<file path="src/shared/usb_host_port_regs.svh">
`ifndef USB_HOST_PORT_REGS_SVH
`define USB_HOST_PORT_REGS_SVH

`define SPACE_BYTES       256
`define CTRL_LOCATIONS    16
`define BUFFER_FIRST      8'h10
`define LOC_CTRL_A        4'h0
`define LOC_BASE_A        4'h1
`define LOC_LEN_A         4'h2
`define LOC_CTRL1         4'h5
`define LOC_IRQ_ENABLE    4'h6
`define LOC_CTRL_B        4'h8
`define LOC_BASE_B        4'h9
`define LOC_LEN_B         4'ha
`define LOC_IRQ_STATUS    4'hd
`define LOC_SOF_LOW_REV   4'he
`define LOC_FULL_FEATURES 4'hf
`define ARM_BIT           0
`define ZERO_BYTE         8'h00
`define HW_REVISION       8'h5a
`define PLL_MULT_48MHZ    3'h1
`define PLL_MULT_12MHZ    3'h4

`endif

</file>
<file path="src/shared/usb_host_port_pkg.sv">
package usb_host_port_pkg;

    typedef struct packed {
        logic       deviceSelectN;
        logic       readStrobeN;
        logic       writeStrobeN;
        logic       addrSelectLine;
        logic [7:0] data;
    } cpu_pins_type;

    typedef struct packed {
        logic       wrEn;
        logic [7:0] addr;
        logic [7:0] wrData;
    } engine_req_type;

    typedef struct packed {
        logic [7:0] ctrl;
        logic [7:0] base;
        logic [7:0] len;
    } xfer_set_type;

    typedef enum logic [2:0] {
        IDLE_ST  = 3'b001,
        WRITE_ST = 3'b010,
        READ_ST  = 3'b100
    } access_state_type;

endpackage

</file>
<file path="src/rtl/port_buffer_ram.sv">
`timescale 1ns/1ps

module port_buffer_ram #(
    parameter int DEPTH = 256
) (
    input  wire logic       clock,
    input  wire logic       cpuWrEn,
    input  wire logic [7:0] cpuAddr,
    input  wire logic [7:0] cpuWrData,
    output logic      [7:0] cpuRdData,
    input  wire logic       engWrEn,
    input  wire logic [7:0] engAddr,
    input  wire logic [7:0] engWrData,
    output logic      [7:0] engRdData
);

    // Contents are unknown after reset, firmware sets them up
    logic [7:0] mem [0:DEPTH-1];

    always_ff @(posedge clock) begin
        if (cpuWrEn) begin
            mem[cpuAddr] <= cpuWrData;
        end
        // Engine loses a same-address collision; the processor owns setup
        if (engWrEn && !(cpuWrEn && cpuAddr == engAddr)) begin
            mem[engAddr] <= engWrData;
        end
    end

    always_ff @(posedge clock) begin
        cpuRdData <= mem[cpuAddr];
        engRdData <= mem[engAddr];
    end

endmodule // port_buffer_ram

</file>
<file path="src/rtl/usb_host_cpu_bus_port.sv">
`timescale 1ns/1ps
`include "usb_host_port_regs.svh"

// What this block does
// - Processor talks over 8-bit two-way data with select, read, write, address-select.
// - An access ends when its read or write strobe or device select goes inactive, first wins.
// - In indexed mode, each data read or write after one address cycle advances the pointer by one.
// - Space is 256 bytes: 16 control locations, then 240 bytes of packet buffer.
// - Both indexed (auto-advancing) and direct (multiplexed bus) addressing are supported.
// - One interrupt line asserts when an enabled USB activity event occurs.
// - Software enables any event combination and can read pending conditions.
// - Writing ones to the status location clears the matching pending interrupt conditions.
// - Engine moves transaction data in the buffer using programmed pointer and size.
// - Accepts 12 or 48 MHz reference, internal timing derived through a PLL.
// - Any write to the highest control location sets the full-features bit.
module usb_host_cpu_bus_port
    import usb_host_port_pkg::*;
#(
    parameter int         EVENT_COUNT = 8,
    parameter logic [7:0] HW_REV      = `HW_REVISION  // Arbitrary value
) (
    input  wire logic                   clock,
    input  wire logic                   sys_rst,
    input  wire cpu_pins_type           cpuPins,
    output logic [7:0]                  dataOut_r,
    output logic                        dataOeN_r,
    output logic                        irqOut_r,
    input  wire logic                   directAddrMode,
    input  wire logic                   clockFreqSelect,
    output logic [2:0]                  pllMultiplier_r,
    input  wire logic [EVENT_COUNT-1:0] usbEvents,
    input  wire logic                   xferDoneA,
    input  wire logic                   xferDoneB,
    input  wire engine_req_type         engineReq,
    output logic [7:0]                  engineRdData,
    output xfer_set_type                xferSetA_r,
    output xfer_set_type                xferSetB_r,
    output logic                        fullFeatures_r
);

    access_state_type state_r;
    access_state_type state_nxt;
    logic [7:0] pointer_r;
    logic [7:0] wrLatch_r;
    logic       wrAddrCycle_r;
    logic [7:0] ctrlRegs_r [0:`CTRL_LOCATIONS-1];
    logic [EVENT_COUNT-1:0] irqStatus_r;
    logic [7:0] ramRdData;
    logic       writeActive;
    logic       readActive;
    logic       writeCommit;
    logic       readEnd;
    logic       ramWrEn;
    logic       statusClear;

    function automatic logic isCtrl(input logic [7:0] a);
        return a < `BUFFER_FIRST;
    endfunction

    assign writeActive = !cpuPins.deviceSelectN && !cpuPins.writeStrobeN;
    assign readActive  = !cpuPins.deviceSelectN && !cpuPins.readStrobeN;
    assign writeCommit = (state_r == WRITE_ST) && !writeActive;
    assign readEnd     = (state_r == READ_ST) && !readActive;
    assign ramWrEn     = writeCommit && !wrAddrCycle_r && !isCtrl(pointer_r);
    assign statusClear = writeCommit && !wrAddrCycle_r
                       && pointer_r == {4'h0, `LOC_IRQ_STATUS};

    always_comb begin
        state_nxt = state_r;
        unique case (state_r)
            IDLE_ST: begin
                if (writeActive) begin
                    state_nxt = WRITE_ST;
                end else if (readActive) begin
                    state_nxt = READ_ST;
                end
            end
            WRITE_ST: begin
                if (!writeActive) begin
                    state_nxt = IDLE_ST;
                end
            end
            READ_ST: begin
                if (!readActive) begin
                    state_nxt = IDLE_ST;
                end
            end
        endcase
    end

    always_ff @(posedge clock) begin
        if (sys_rst) begin
            state_r <= IDLE_ST;
        end else begin
            state_r <= state_nxt;
        end
    end

    // Data is held until the strobe drops, so keep sampling while active
    always_ff @(posedge clock) begin
        if (sys_rst) begin
            wrLatch_r     <= `ZERO_BYTE;
            wrAddrCycle_r <= 1'b0;
        end else if (writeActive) begin
            wrLatch_r     <= cpuPins.data;
            wrAddrCycle_r <= !cpuPins.addrSelectLine;
        end
    end

    always_ff @(posedge clock) begin
        if (sys_rst) begin
            pointer_r <= `ZERO_BYTE;
        end else if (writeCommit && wrAddrCycle_r) begin
            pointer_r <= wrLatch_r;
        end else if ((writeCommit || readEnd) && !directAddrMode) begin
            pointer_r <= pointer_r + 8'h01;
        end
    end

    // Control locations live in flops so the engine can see them every cycle
    genvar g;
    generate
        for (g = 0; g < `CTRL_LOCATIONS; g++) begin : gen_ctrl
            always_ff @(posedge clock) begin
                if (sys_rst) begin
                    ctrlRegs_r[g] <= `ZERO_BYTE;
                end else if (writeCommit && !wrAddrCycle_r && pointer_r == 8'(g)) begin
                    ctrlRegs_r[g] <= wrLatch_r;
                end else if (g == `LOC_CTRL_A && xferDoneA) begin
                    ctrlRegs_r[g][`ARM_BIT] <= 1'b0;
                end else if (g == `LOC_CTRL_B && xferDoneB) begin
                    ctrlRegs_r[g][`ARM_BIT] <= 1'b0;
                end
            end
        end
    endgenerate

    always_ff @(posedge clock) begin
        if (sys_rst) begin
            fullFeatures_r <= 1'b0;
        end else if (writeCommit && !wrAddrCycle_r
                     && pointer_r == {4'h0, `LOC_FULL_FEATURES}) begin
            fullFeatures_r <= 1'b1;
        end
    end

    // A new event beats a clear in the same cycle
    always_ff @(posedge clock) begin
        if (sys_rst) begin
            irqStatus_r <= '0;
        end else begin
            irqStatus_r <= (irqStatus_r & ~(statusClear ? wrLatch_r[EVENT_COUNT-1:0] : '0))
                         | usbEvents;
        end
    end

    always_ff @(posedge clock) begin
        if (sys_rst) begin
            irqOut_r <= 1'b0;
        end else begin
            irqOut_r <= |(irqStatus_r & ctrlRegs_r[`LOC_IRQ_ENABLE][EVENT_COUNT-1:0]);
        end
    end

    always_ff @(posedge clock) begin
        if (sys_rst) begin
            dataOut_r <= `ZERO_BYTE;
            dataOeN_r <= 1'b1;
        end else begin
            dataOeN_r <= !readActive;
            if (readActive) begin
                if (pointer_r == {4'h0, `LOC_IRQ_STATUS}) begin
                    dataOut_r <= 8'(irqStatus_r);
                end else if (pointer_r == {4'h0, `LOC_SOF_LOW_REV}) begin
                    dataOut_r <= HW_REV;
                end else if (isCtrl(pointer_r)) begin
                    dataOut_r <= ctrlRegs_r[pointer_r[3:0]];
                end else begin
                    dataOut_r <= ramRdData;
                end
            end
        end
    end

    // B set only reaches the engine once extended features are on
    always_ff @(posedge clock) begin
        if (sys_rst) begin
            xferSetA_r <= '0;
            xferSetB_r <= '0;
        end else begin
            xferSetA_r <= '{ctrlRegs_r[`LOC_CTRL_A], ctrlRegs_r[`LOC_BASE_A],
                            ctrlRegs_r[`LOC_LEN_A]};
            xferSetB_r <= fullFeatures_r ? '{ctrlRegs_r[`LOC_CTRL_B], ctrlRegs_r[`LOC_BASE_B],
                            ctrlRegs_r[`LOC_LEN_B]} : '0;
        end
    end

    always_ff @(posedge clock) begin
        if (sys_rst) begin
            pllMultiplier_r <= `PLL_MULT_48MHZ;
        end else begin
            // Low selects the 48 MHz reference
            pllMultiplier_r <= clockFreqSelect ? `PLL_MULT_12MHZ : `PLL_MULT_48MHZ;
        end
    end

    port_buffer_ram #(
        .DEPTH (`SPACE_BYTES)
    ) bufferRam (
        .clock     (clock),
        .cpuWrEn   (ramWrEn),
        .cpuAddr   (pointer_r),
        .cpuWrData (wrLatch_r),
        .cpuRdData (ramRdData),
        .engWrEn   (engineReq.wrEn && !isCtrl(engineReq.addr)),
        .engAddr   (engineReq.addr),
        .engWrData (engineReq.wrData),
        .engRdData (engineRdData)
    );

    chk_access_end_write: assert property (@(posedge clock) disable iff (sys_rst)
        (state_r == WRITE_ST && !writeActive) |=> state_r == IDLE_ST)
        else $error("write access did not end");
    chk_pointer_advance: assert property (@(posedge clock) disable iff (sys_rst)
        (readEnd && !directAddrMode) |=> pointer_r == $past(pointer_r) + 8'h01)
        else $error("pointer did not advance");
    chk_direct_hold: assert property (@(posedge clock) disable iff (sys_rst)
        (readEnd && directAddrMode) |=> pointer_r == $past(pointer_r))
        else $error("pointer moved in direct mode");
    chk_address_load: assert property (@(posedge clock) disable iff (sys_rst)
        (writeCommit && wrAddrCycle_r) |=> pointer_r == $past(wrLatch_r))
        else $error("address cycle did not load pointer");
    chk_irq_line: assert property (@(posedge clock) disable iff (sys_rst)
        (usbEvents[0] && ctrlRegs_r[`LOC_IRQ_ENABLE][0]) |-> ##2 irqOut_r)
        else $error("enabled event missed interrupt");
    chk_status_clear: assert property (@(posedge clock) disable iff (sys_rst)
        (statusClear && wrLatch_r[0] && !usbEvents[0]) |=> !irqStatus_r[0])
        else $error("status bit not cleared");
    chk_set_wins: assert property (@(posedge clock) disable iff (sys_rst)
        usbEvents[0] |=> irqStatus_r[0])
        else $error("event lost");
    chk_full_features: assert property (@(posedge clock) disable iff (sys_rst)
        $rose(fullFeatures_r) |-> $past(writeCommit && !wrAddrCycle_r
                                        && pointer_r == {4'h0, `LOC_FULL_FEATURES}))
        else $error("full features set without write");
    chk_buffer_only: assert property (@(posedge clock) disable iff (sys_rst)
        ramWrEn |-> pointer_r >= `BUFFER_FIRST)
        else $error("buffer write hit control space");
    chk_arm_clear: assert property (@(posedge clock) disable iff (sys_rst)
        (xferDoneA && !writeCommit) |=> !ctrlRegs_r[`LOC_CTRL_A][`ARM_BIT])
        else $error("arm not cleared on completion");
    chk_pll_select: assert property (@(posedge clock) disable iff (sys_rst)
        !clockFreqSelect |=> pllMultiplier_r == `PLL_MULT_48MHZ)
        else $error("wrong multiplier");
    chk_bus_drive: assert property (@(posedge clock) disable iff (sys_rst)
        readActive |=> !dataOeN_r)
        else $error("bus not driven in read");

endmodule // usb_host_cpu_bus_port

</file>
<file path="config.mk">
export PLATFORM = sky130hd
export DESIGN_NAME = usb_host_cpu_bus_port
export DESIGN_NICKNAME = d
export VERILOG_FILES = /design/src/shared/usb_host_port_pkg.sv /design/src/rtl/port_buffer_ram.sv /design/src/rtl/usb_host_cpu_bus_port.sv
export VERILOG_INCLUDE_DIRS = /design/src /design/src/shared
export SDC_FILE = /design/constraint.sdc
export NUM_CORES = 2
export LEC_CHECK = 0
export CELL_PAD_IN_SITES_DETAIL_PLACEMENT = 0
export CELL_PAD_IN_SITES_GLOBAL_PLACEMENT = 1
export CORE_MARGIN = 3
export CORE_UTILIZATION = 40
export CTS_CLUSTER_SIZE = 30
export DETAILED_ROUTE_END_ITERATION = 7
export DONT_BUFFER_PORTS = 1
export PLACE_DENSITY_LB_ADDON = 0.1
export SETUP_SLACK_MARGIN = 0.1
export SLEW_MARGIN = 20
export SYNTH_ARGS = -nofsm -noshare
export SYNTH_HDL_FRONTEND = slang
export SYNTH_SLANG_ARGS = --single-unit
</file>
<file path="constraint.sdc">
create_clock -name clock -period 3.24 [get_ports clock]
set_input_delay 0.648 -clock clock [delete_from_list [all_inputs] [get_ports clock]]
set_output_delay 0.648 -clock clock [all_outputs]
set_load 0.02 [all_outputs]
</file>
Yosys cells after proc, flatten, opt, wreduce, memory -nomap -nowiden
Memory sizes are Yosys's and may differ from the RTL's. A register that Yosys moved wholly into a read port is not among the register bits.
Index checks and enable logic that the tools add are counted.
{"block": "classes", "add_sub_neg": 1, "multipliers": 0, "div": 0, "magnitude_cmp": 2, "n_eq_ne": 22, "shifts": 0, "n_mux": 94, "bitwise_logic": 23, "n_reduce_logical": 44}
{"cell": "$mux 8", "n": 22}
{"cell": "$eq 8x4->1 const B", "n": 8}
{"cell": "$mux 1", "n": 64}
{"cell": "$eq 8x3->1 const B", "n": 4}
{"cell": "$logic_and 1x1->1", "n": 27}
{"cell": "$or 1x1->1", "n": 18}
{"cell": "$and 8x8->8", "n": 2}
{"cell": "$eq 8x2->1 const B", "n": 2}
{"cell": "$lt 8x5->1 const B", "n": 2}
{"cell": "$mux 3", "n": 5}
{"cell": "$logic_not 1->1", "n": 11}
{"cell": "$pmux 3 s3", "n": 1}
{"cell": "$add 8x1->8 const B", "n": 1}
{"cell": "$eq 8x1->1 const B", "n": 1}
{"cell": "$eq 8x8->1", "n": 1}
{"cell": "$logic_not 8->1", "n": 1}
{"cell": "$mux 4", "n": 2}
{"cell": "$not 8->8", "n": 1}
{"cell": "$or 8x8->8", "n": 1}
{"cell": "$reduce_or 8->1", "n": 1}
{"cell": "$ne 2x2->1 const B", "n": 2}
{"cell": "$eq 3x1->1 const B", "n": 1}
{"cell": "$eq 3x2->1 const B", "n": 1}
{"cell": "$eq 3x3->1 const B", "n": 1}
{"cell": "other kinds (6)", "n": 6}
{"block": "word_totals", "ff_bits": 42, "latchBits": 0, "ram_bits": 2176, "mem_bits_ro": 0, "inputBits": 43, "out_inout_bits": 70, "mem_count": 2}
{"name": "bufferRam.mem", "depth": 256, "width": 8, "read_ports": 2, "rd_ports_with_merged_regs": 2, "write_ports": 2, "line": "port_buffer_ram.sv:18", "source": "logic [7:0] mem [0:DEPTH-1];"}
{"name": "ctrlRegs_r", "depth": 16, "width": 8, "read_ports": 8, "rd_ports_with_merged_regs": 7, "write_ports": 16, "line": "usb_host_cpu_bus_port.sv:46", "source": "logic [7:0] ctrlRegs_r [0:`CTRL_LOCATIONS-1];"}

Longest topological paths before layout
{"block": "logic_depth", "word_depth": 11, "ltp_mapped": 12}

Hierarchy
From an unflattened synthesis, not the netlist that was laid out.
{"block": "unflattened", "cells_unflattened": 8454, "area_unflattened_um2": 133670.7}
{"mod": "port_buffer_ram", "n_inst": 1, "cells_each": 7699, "area_each_um2": 124114.0, "seq_area_each_um2": 61819.3}
{"mod": "usb_host_cpu_bus_port", "n_inst": 1, "cells_each": 755, "area_each_um2": 9556.7, "seq_area_each_um2": 5705.5}

Worst setup path before layout
No wires, ideal clock.
{"block": "synth_timing", "kind": "reg-to-reg", "from": "reg pointer_r[0]", "to": "mem bufferRam.mem[102][0] (enable)", "t_arrival_ns": 2.926, "t_required_ns": 2.864, "path_slack_ns": -0.063, "path_stages_with_launch": 12, "path_buffers": 7, "period_less_slack_ns": 3.303, "cell_sequence": "dfxtp_1 > buf_2 > buf_4 > buf_4 > buf_4 > clkinv_1 > clkbuf_1 > ha_1 > clkbuf_1 > nand3_1 > clkbuf_1 > o22ai_1"}
{"element": "from (decl)", "line": "usb_host_cpu_bus_port.sv:43", "source": "logic [7:0] pointer_r;"}
{"element": "from (signal assigned)", "line": "usb_host_cpu_bus_port.sv:112", "source": "pointer_r <= `ZERO_BYTE;"}
{"element": "from (signal assigned)", "line": "usb_host_cpu_bus_port.sv:114", "source": "pointer_r <= wrLatch_r;"}
{"element": "from (signal assigned)", "line": "usb_host_cpu_bus_port.sv:116", "source": "pointer_r <= pointer_r + 8'h01;"}
{"element": "to (decl)", "line": "port_buffer_ram.sv:18"}

==> flow_metrics.py <==
metrics = {
    "clocking": {
        "cts_tree": "done",
        "clock_tree_root": "sky130_fd_sc_hd__clkbuf_16",
        "cts.htree.levels": 5,
        "cts.sinks": 2285,
        "clk_pin_slew_worst_paths_ns": 0.06,
        "tritoncts.num_buffers": 282,
        "clock_latency_ns": 0.93,
        "cts_buffer_depth": 4,
    },
    "grt": {
        "first_global_vias": 87600,
        "global_route_wire_length_before_repair_um": 769000,
        "global_routing_usage_summed_across_all_routing_layers_pct": 33.3,
        "grt_antenna_before_repair": 51,
        "largest_net_degree_at_the_start_of_global_routing": 530,
        "total_grt_overflow": 0,
    },
    "finish": {
        "layout.cells.most_common": "sky130_fd_sc_hd__edfxtp_1",
        "finish.cell_count_without_fillers": 13500,
        "nets": 8919,
        "layout_common_cells": "sky130_fd_sc_hd__edfxtp_1 (2176), sky130_fd_sc_hd__mux2_2 (1928), sky130_fd_sc_hd__mux4_2 (1190), sky130_fd_sc_hd__buf_4 (892), sky130_fd_sc_hd__clkbuf_16 (314)",
        "area_growth_syn_to_layout_pct": 20.3,
        "layout-drive-gt1-share_pct": 56.8,
    },
    "timing": {
        "hold_violations": 0,
        "unrepaired_setup_endpoints_after_global_routing": "yes",
        "worst_slew_pin_slew_ns": 1.33,
        "tns_ns": -1.97,
        "setup-violations-final": 9,
        "fmax_mhz": 273,
        "finalCritPeriodShare_pct": 113,
        "fin_crit_ns": 3.66,
        "final_max_slew_viol_count": 0,
        "timing.clock.skew_ns": 0.0457,
        "final_critical_path_setup_slack_ns": -0.424,
        "max-slew-margin-rel_pct": 11.1,
    },
    "detailed_routing": {
        "detail_route.iter0.violations": 12300,
        "routedWlPerCell_um": 42.8,
        "route.final.wire_length_um": 576000,
        "post_drt_via_cell_ratio": 6.63,
        "detail-route-antenna-nets": 0,
        "total_vias_in_the_final_route": 89400,
        "drc_errors": 0,
        "first_pass_iters": 6,
    },
    "critical_path": {
        "timing.reg2reg.worst_path_depth": 11,
        "setup_slack_on_the_worst_flop_to_flop_path_ns": -0.42,
        "timing.rr.end": "bufferRam.cpuRdData[3]$_DFF_P_",
        "critPathArrivalTime_ns": 4.48,
        "startpoint_of_the_worst_slack_reg_to_reg_timing_path": "pointer_r[1]$_SDFFE_PP0N_",
        "timing.critical_path.to_type": "register",
        "critical_path_data_required_time_ns": 4.05,
        "timing.setup.critical_path_class": "register to register",
        "critical_path.startpoint_type": "register",
        "critPathMaxFanout": 15,
    },
    "placement": {
        "place.detailed.instances": 12800,
        "gpl.final_weighted_congestion": 0.978,
        "place.port_buffers": 0,
        "dp.final_hpwl_um": 369000,
    },
    "die": {
        "design.portCount": 113,
        "initial_utilization_pct": 40.3,
        "core-area_um2": 325000,
        "die_height_um": 578,
        "rows": 209,
        "floorplan.die_area_um2": 335000,
        "die_wd_um": 578,
    },
    "synthesis": {
        "synth-xor-area-share_pct": 0.100,
        "synthDominantAreaCellType": "sky130_fd_sc_hd__edfxtp_1",
        "synthFlopType": "sky130_fd_sc_hd__edfxtp_1",
        "synth.avg_cell_area_um2": 16.0,
        "netlist.area_leader.share_pct": 49.8,
        "synthCells": 8203,
        "main_combinational_cell_family_by_area_after_synthesis": "multiplexers",
        "async_flop_share_pct": 0,
        "synth.top_cells.by_area": "sky130_fd_sc_hd__edfxtp_1 (50%), sky130_fd_sc_hd__mux4_2 (20%), sky130_fd_sc_hd__mux2_2 (17%)",
        "synth_seq_area_share_pct": 51.5,
        "synthSimpleGateAreaFrac_pct": 3.99,
        "mapped_cell_area_um2": 131000,
        "postSynthRegisterBits": 2285,
        "netlist-cell-type-count": 72,
        "yosys-mux-area-fraction_pct": 37.9,
        "yosys_warnings": 0,
        "post_synth_fa_ha_maj_area_fraction_pct": 0.0382,
        "synth_compound_area_share_pct": 3.03,
        "synth_enable_flop_cells": 2176,
    },
    "hold_path": {
        "number_of_instances_on_the_worst_hold_path": 3,
        "hold_path_sink": "wrLatch_r[7]$_SDFFE_PP0P_",
        "min_from": "cpuPins[9]",
        "hold_path_class": "primary input to register",
    },
    "pwr": {
        "power.sequential.fraction_pct": 46.1,
        "p_clk_share_pct": 45.1,
        "cellPowerDensity_nw_per_um2": 450,
        "cellLeakagePower_nw": 57.6,
        "swShare_pct": 24.1,
        "vdd_drop_max_uv": 364,
        "p_sw_w": 0.0171,
        "power.share.combinational_pct": 8.8,
        "cellInternalPower_w": 0.0539,
    },
    "run_status": {
        "violations": "negative setup slack",
        "outcome": "finished, violations left",
    },
    "run": {
        "timing.max_cap.violations": 0,
    },
}
[stage by stage]
step / total power, W / area, um^2 / hold slack, ns / utilization, % / setup slack, ns
final: 0.0710 / 158000 / 0.0714 / 48.5 / -0.424
after global routing: 0.0726 / 158000 / 0.0556 / 48.4 / -0.274
after CTS: 0.0707 / 157000 / 0.00486 / 48.1 / -0.238
after detailed placement: 0.0385 / 145000 / 0.481 / 44.7 / -0.856
after global placement: 0.0385 / 145000 / 0.473 / 44.7 / -1.06
after floorplan: 0.0369 / 132000 / 0.442 / - / -0.0626
[state kept, by name, indices dropped and copies added, names as in the netlist, named ones only]
| signal | cells |
|---|---|
| wrAddrCycle_r | 1 |
| dataOeN_r | 1 |
| pllMultiplier_r | 2 |
| bufferRam.cpuRdData | 8 |
| irqStatus_r | 8 |
| fullFeatures_r | 1 |
| pointer_r | 8 |
| ctrlRegs_r | 128 |
| irqOut_r | 1 |
| bufferRam.engRdData | 8 |
| xferSetB_r | 24 |
| xferSetA_r | 24 |
| bufferRam.mem | 2048 |
| wrLatch_r | 8 |
| state_r | 3 |
| dataOut_r | 8 |
[power by group through the flow]
stage / Sequential (W) / Combinational, W / Clock, W
after global routing: 0.0327 / 0.00638 / 0.0335
after detailed placement: 0.0333 / 0.00520 / 0
after floorplan: 0.0332 / 0.00370 / 0
final: 0.0327 / 0.00621 / 0.0320
after global placement: 0.0333 / 0.00515 / 0
after CTS: 0.0327 / 0.00557 / 0.0324
[repair_timing]
item                        CTS  global route
setup endpoints to repair  2420          3849
gates resized for setup     160            66
hold buffers                 44             0
pin swaps                    29            14
hold endpoints to repair    287             0
buffers inserted             63            15
cloned                        8            16
[Yosys cell counts, types with 11 or more instances]
library cell and n:
sky130_fd_sc_hd__nand3_1 84, sky130_fd_sc_hd__edfxtp_1 2176, sky130_fd_sc_hd__and2_1 158, sky130_fd_sc_hd__nor2b_1 57
sky130_fd_sc_hd__nand2_2 80, sky130_fd_sc_hd__or2_2 12, sky130_fd_sc_hd__a21oi_1 44, sky130_fd_sc_hd__inv_1 11
sky130_fd_sc_hd__clkbuf_1 745, sky130_fd_sc_hd__a31o_2 15, sky130_fd_sc_hd__mux2i_1 113, sky130_fd_sc_hd__dfxtp_1 109
sky130_fd_sc_hd__a221oi_1 18, sky130_fd_sc_hd__o22ai_1 141, sky130_fd_sc_hd__a22o_1 23, sky130_fd_sc_hd__nand2_1 244
sky130_fd_sc_hd__a22oi_1 96, sky130_fd_sc_hd__nand4_1 20, sky130_fd_sc_hd__a31oi_1 15, sky130_fd_sc_hd__o21ai_0 142
sky130_fd_sc_hd__nor2_2 112, sky130_fd_sc_hd__nor3_1 41, sky130_fd_sc_hd__o211ai_1 11, sky130_fd_sc_hd__mux2_2 1929
sky130_fd_sc_hd__buf_1 97, sky130_fd_sc_hd__nand2b_1 14, sky130_fd_sc_hd__and3_1 18, sky130_fd_sc_hd__a311oi_1 12
sky130_fd_sc_hd__nor2_1 105, sky130_fd_sc_hd__a211oi_1 19, sky130_fd_sc_hd__mux4_2 1190, sky130_fd_sc_hd__buf_2 171
sky130_fd_sc_hd__buf_4 55
[worst max-delay path by stage]
stage	startpoint	to	cells after the start
2_1_floorplan	pointer_r[0]$_SDFFE_PP0N_	bufferRam.mem[102][0]$_DFFE_PP_	11
3_3_place_gp	engineReq[9]	bufferRam.mem[71][0]$_DFFE_PP_	9
3_5_place_dp	engineReq[8]	bufferRam.mem[71][0]$_DFFE_PP_	9
4_1_cts	pointer_r[0]$_SDFFE_PP0N_	bufferRam.cpuRdData[3]$_DFF_P_	11
5_1_grt	pointer_r[0]$_SDFFE_PP0N_	bufferRam.cpuRdData[3]$_DFF_P_	11
6_report	pointer_r[1]$_SDFFE_PP0N_	bufferRam.cpuRdData[3]$_DFF_P_	11
[final cells by class]
| cell class | count | area, um^2 |
|---|---|---|
| Fill cell | 27800 | 168000 |
| Sequential cell | 2285 | 67600 |
| Multi-Input combinational cell | 4958 | 60400 |
| Timing Repair Buffer | 1327 | 15000 |
| Clock buffer | 371 | 7840 |
| Tap cell | 4325 | 5410 |
| Clock inverter | 138 | 1220 |
| Antenna cell | 50 | 125 |
| Inverter | 18 | 87.6 |
[worst max-delay path, stage by stage, from the launching register on]
cell	delay [ns]
sky130_fd_sc_hd__dfxtp_4	0.54
sky130_fd_sc_hd__buf_12	0.21
sky130_fd_sc_hd__buf_16	0.22
sky130_fd_sc_hd__buf_4	0.20
sky130_fd_sc_hd__mux4_2	0.33
sky130_fd_sc_hd__mux4_2	0.54
sky130_fd_sc_hd__nand2b_4	0.11
sky130_fd_sc_hd__buf_12	0.12
sky130_fd_sc_hd__nand4_1	0.29
sky130_fd_sc_hd__nor4_2	0.32
sky130_fd_sc_hd__nand4_1	0.33
sky130_fd_sc_hd__buf_6	0.26
[cells by family after synthesis]
kind of cell / count (synthesis)
multiplexers: 3232
flip-flops: 2285
buffers and inverters: 1088
AND/OR/NAND/NOR: 984
AO/OA/AOI/OAI: 594
XOR/XNOR: 15
adder cells (fa/ha/maj): 4
other: 1
[metal layers]
| layer | track usage [%] | up-vias | share of wire (%) |
|---|---|---|---|
| li1 | - | 34600 | - |
| met1 | 45.3 | 48000 | 39 |
| met2 | 49.8 | 5528 | 44 |
| met3 | 8.76 | 1152 | 11 |
| met4 | 15.9 | 12 | 5.7 |
| met5 | 0 | - | 0.014 |
Power figures use the tool's default switching activity.
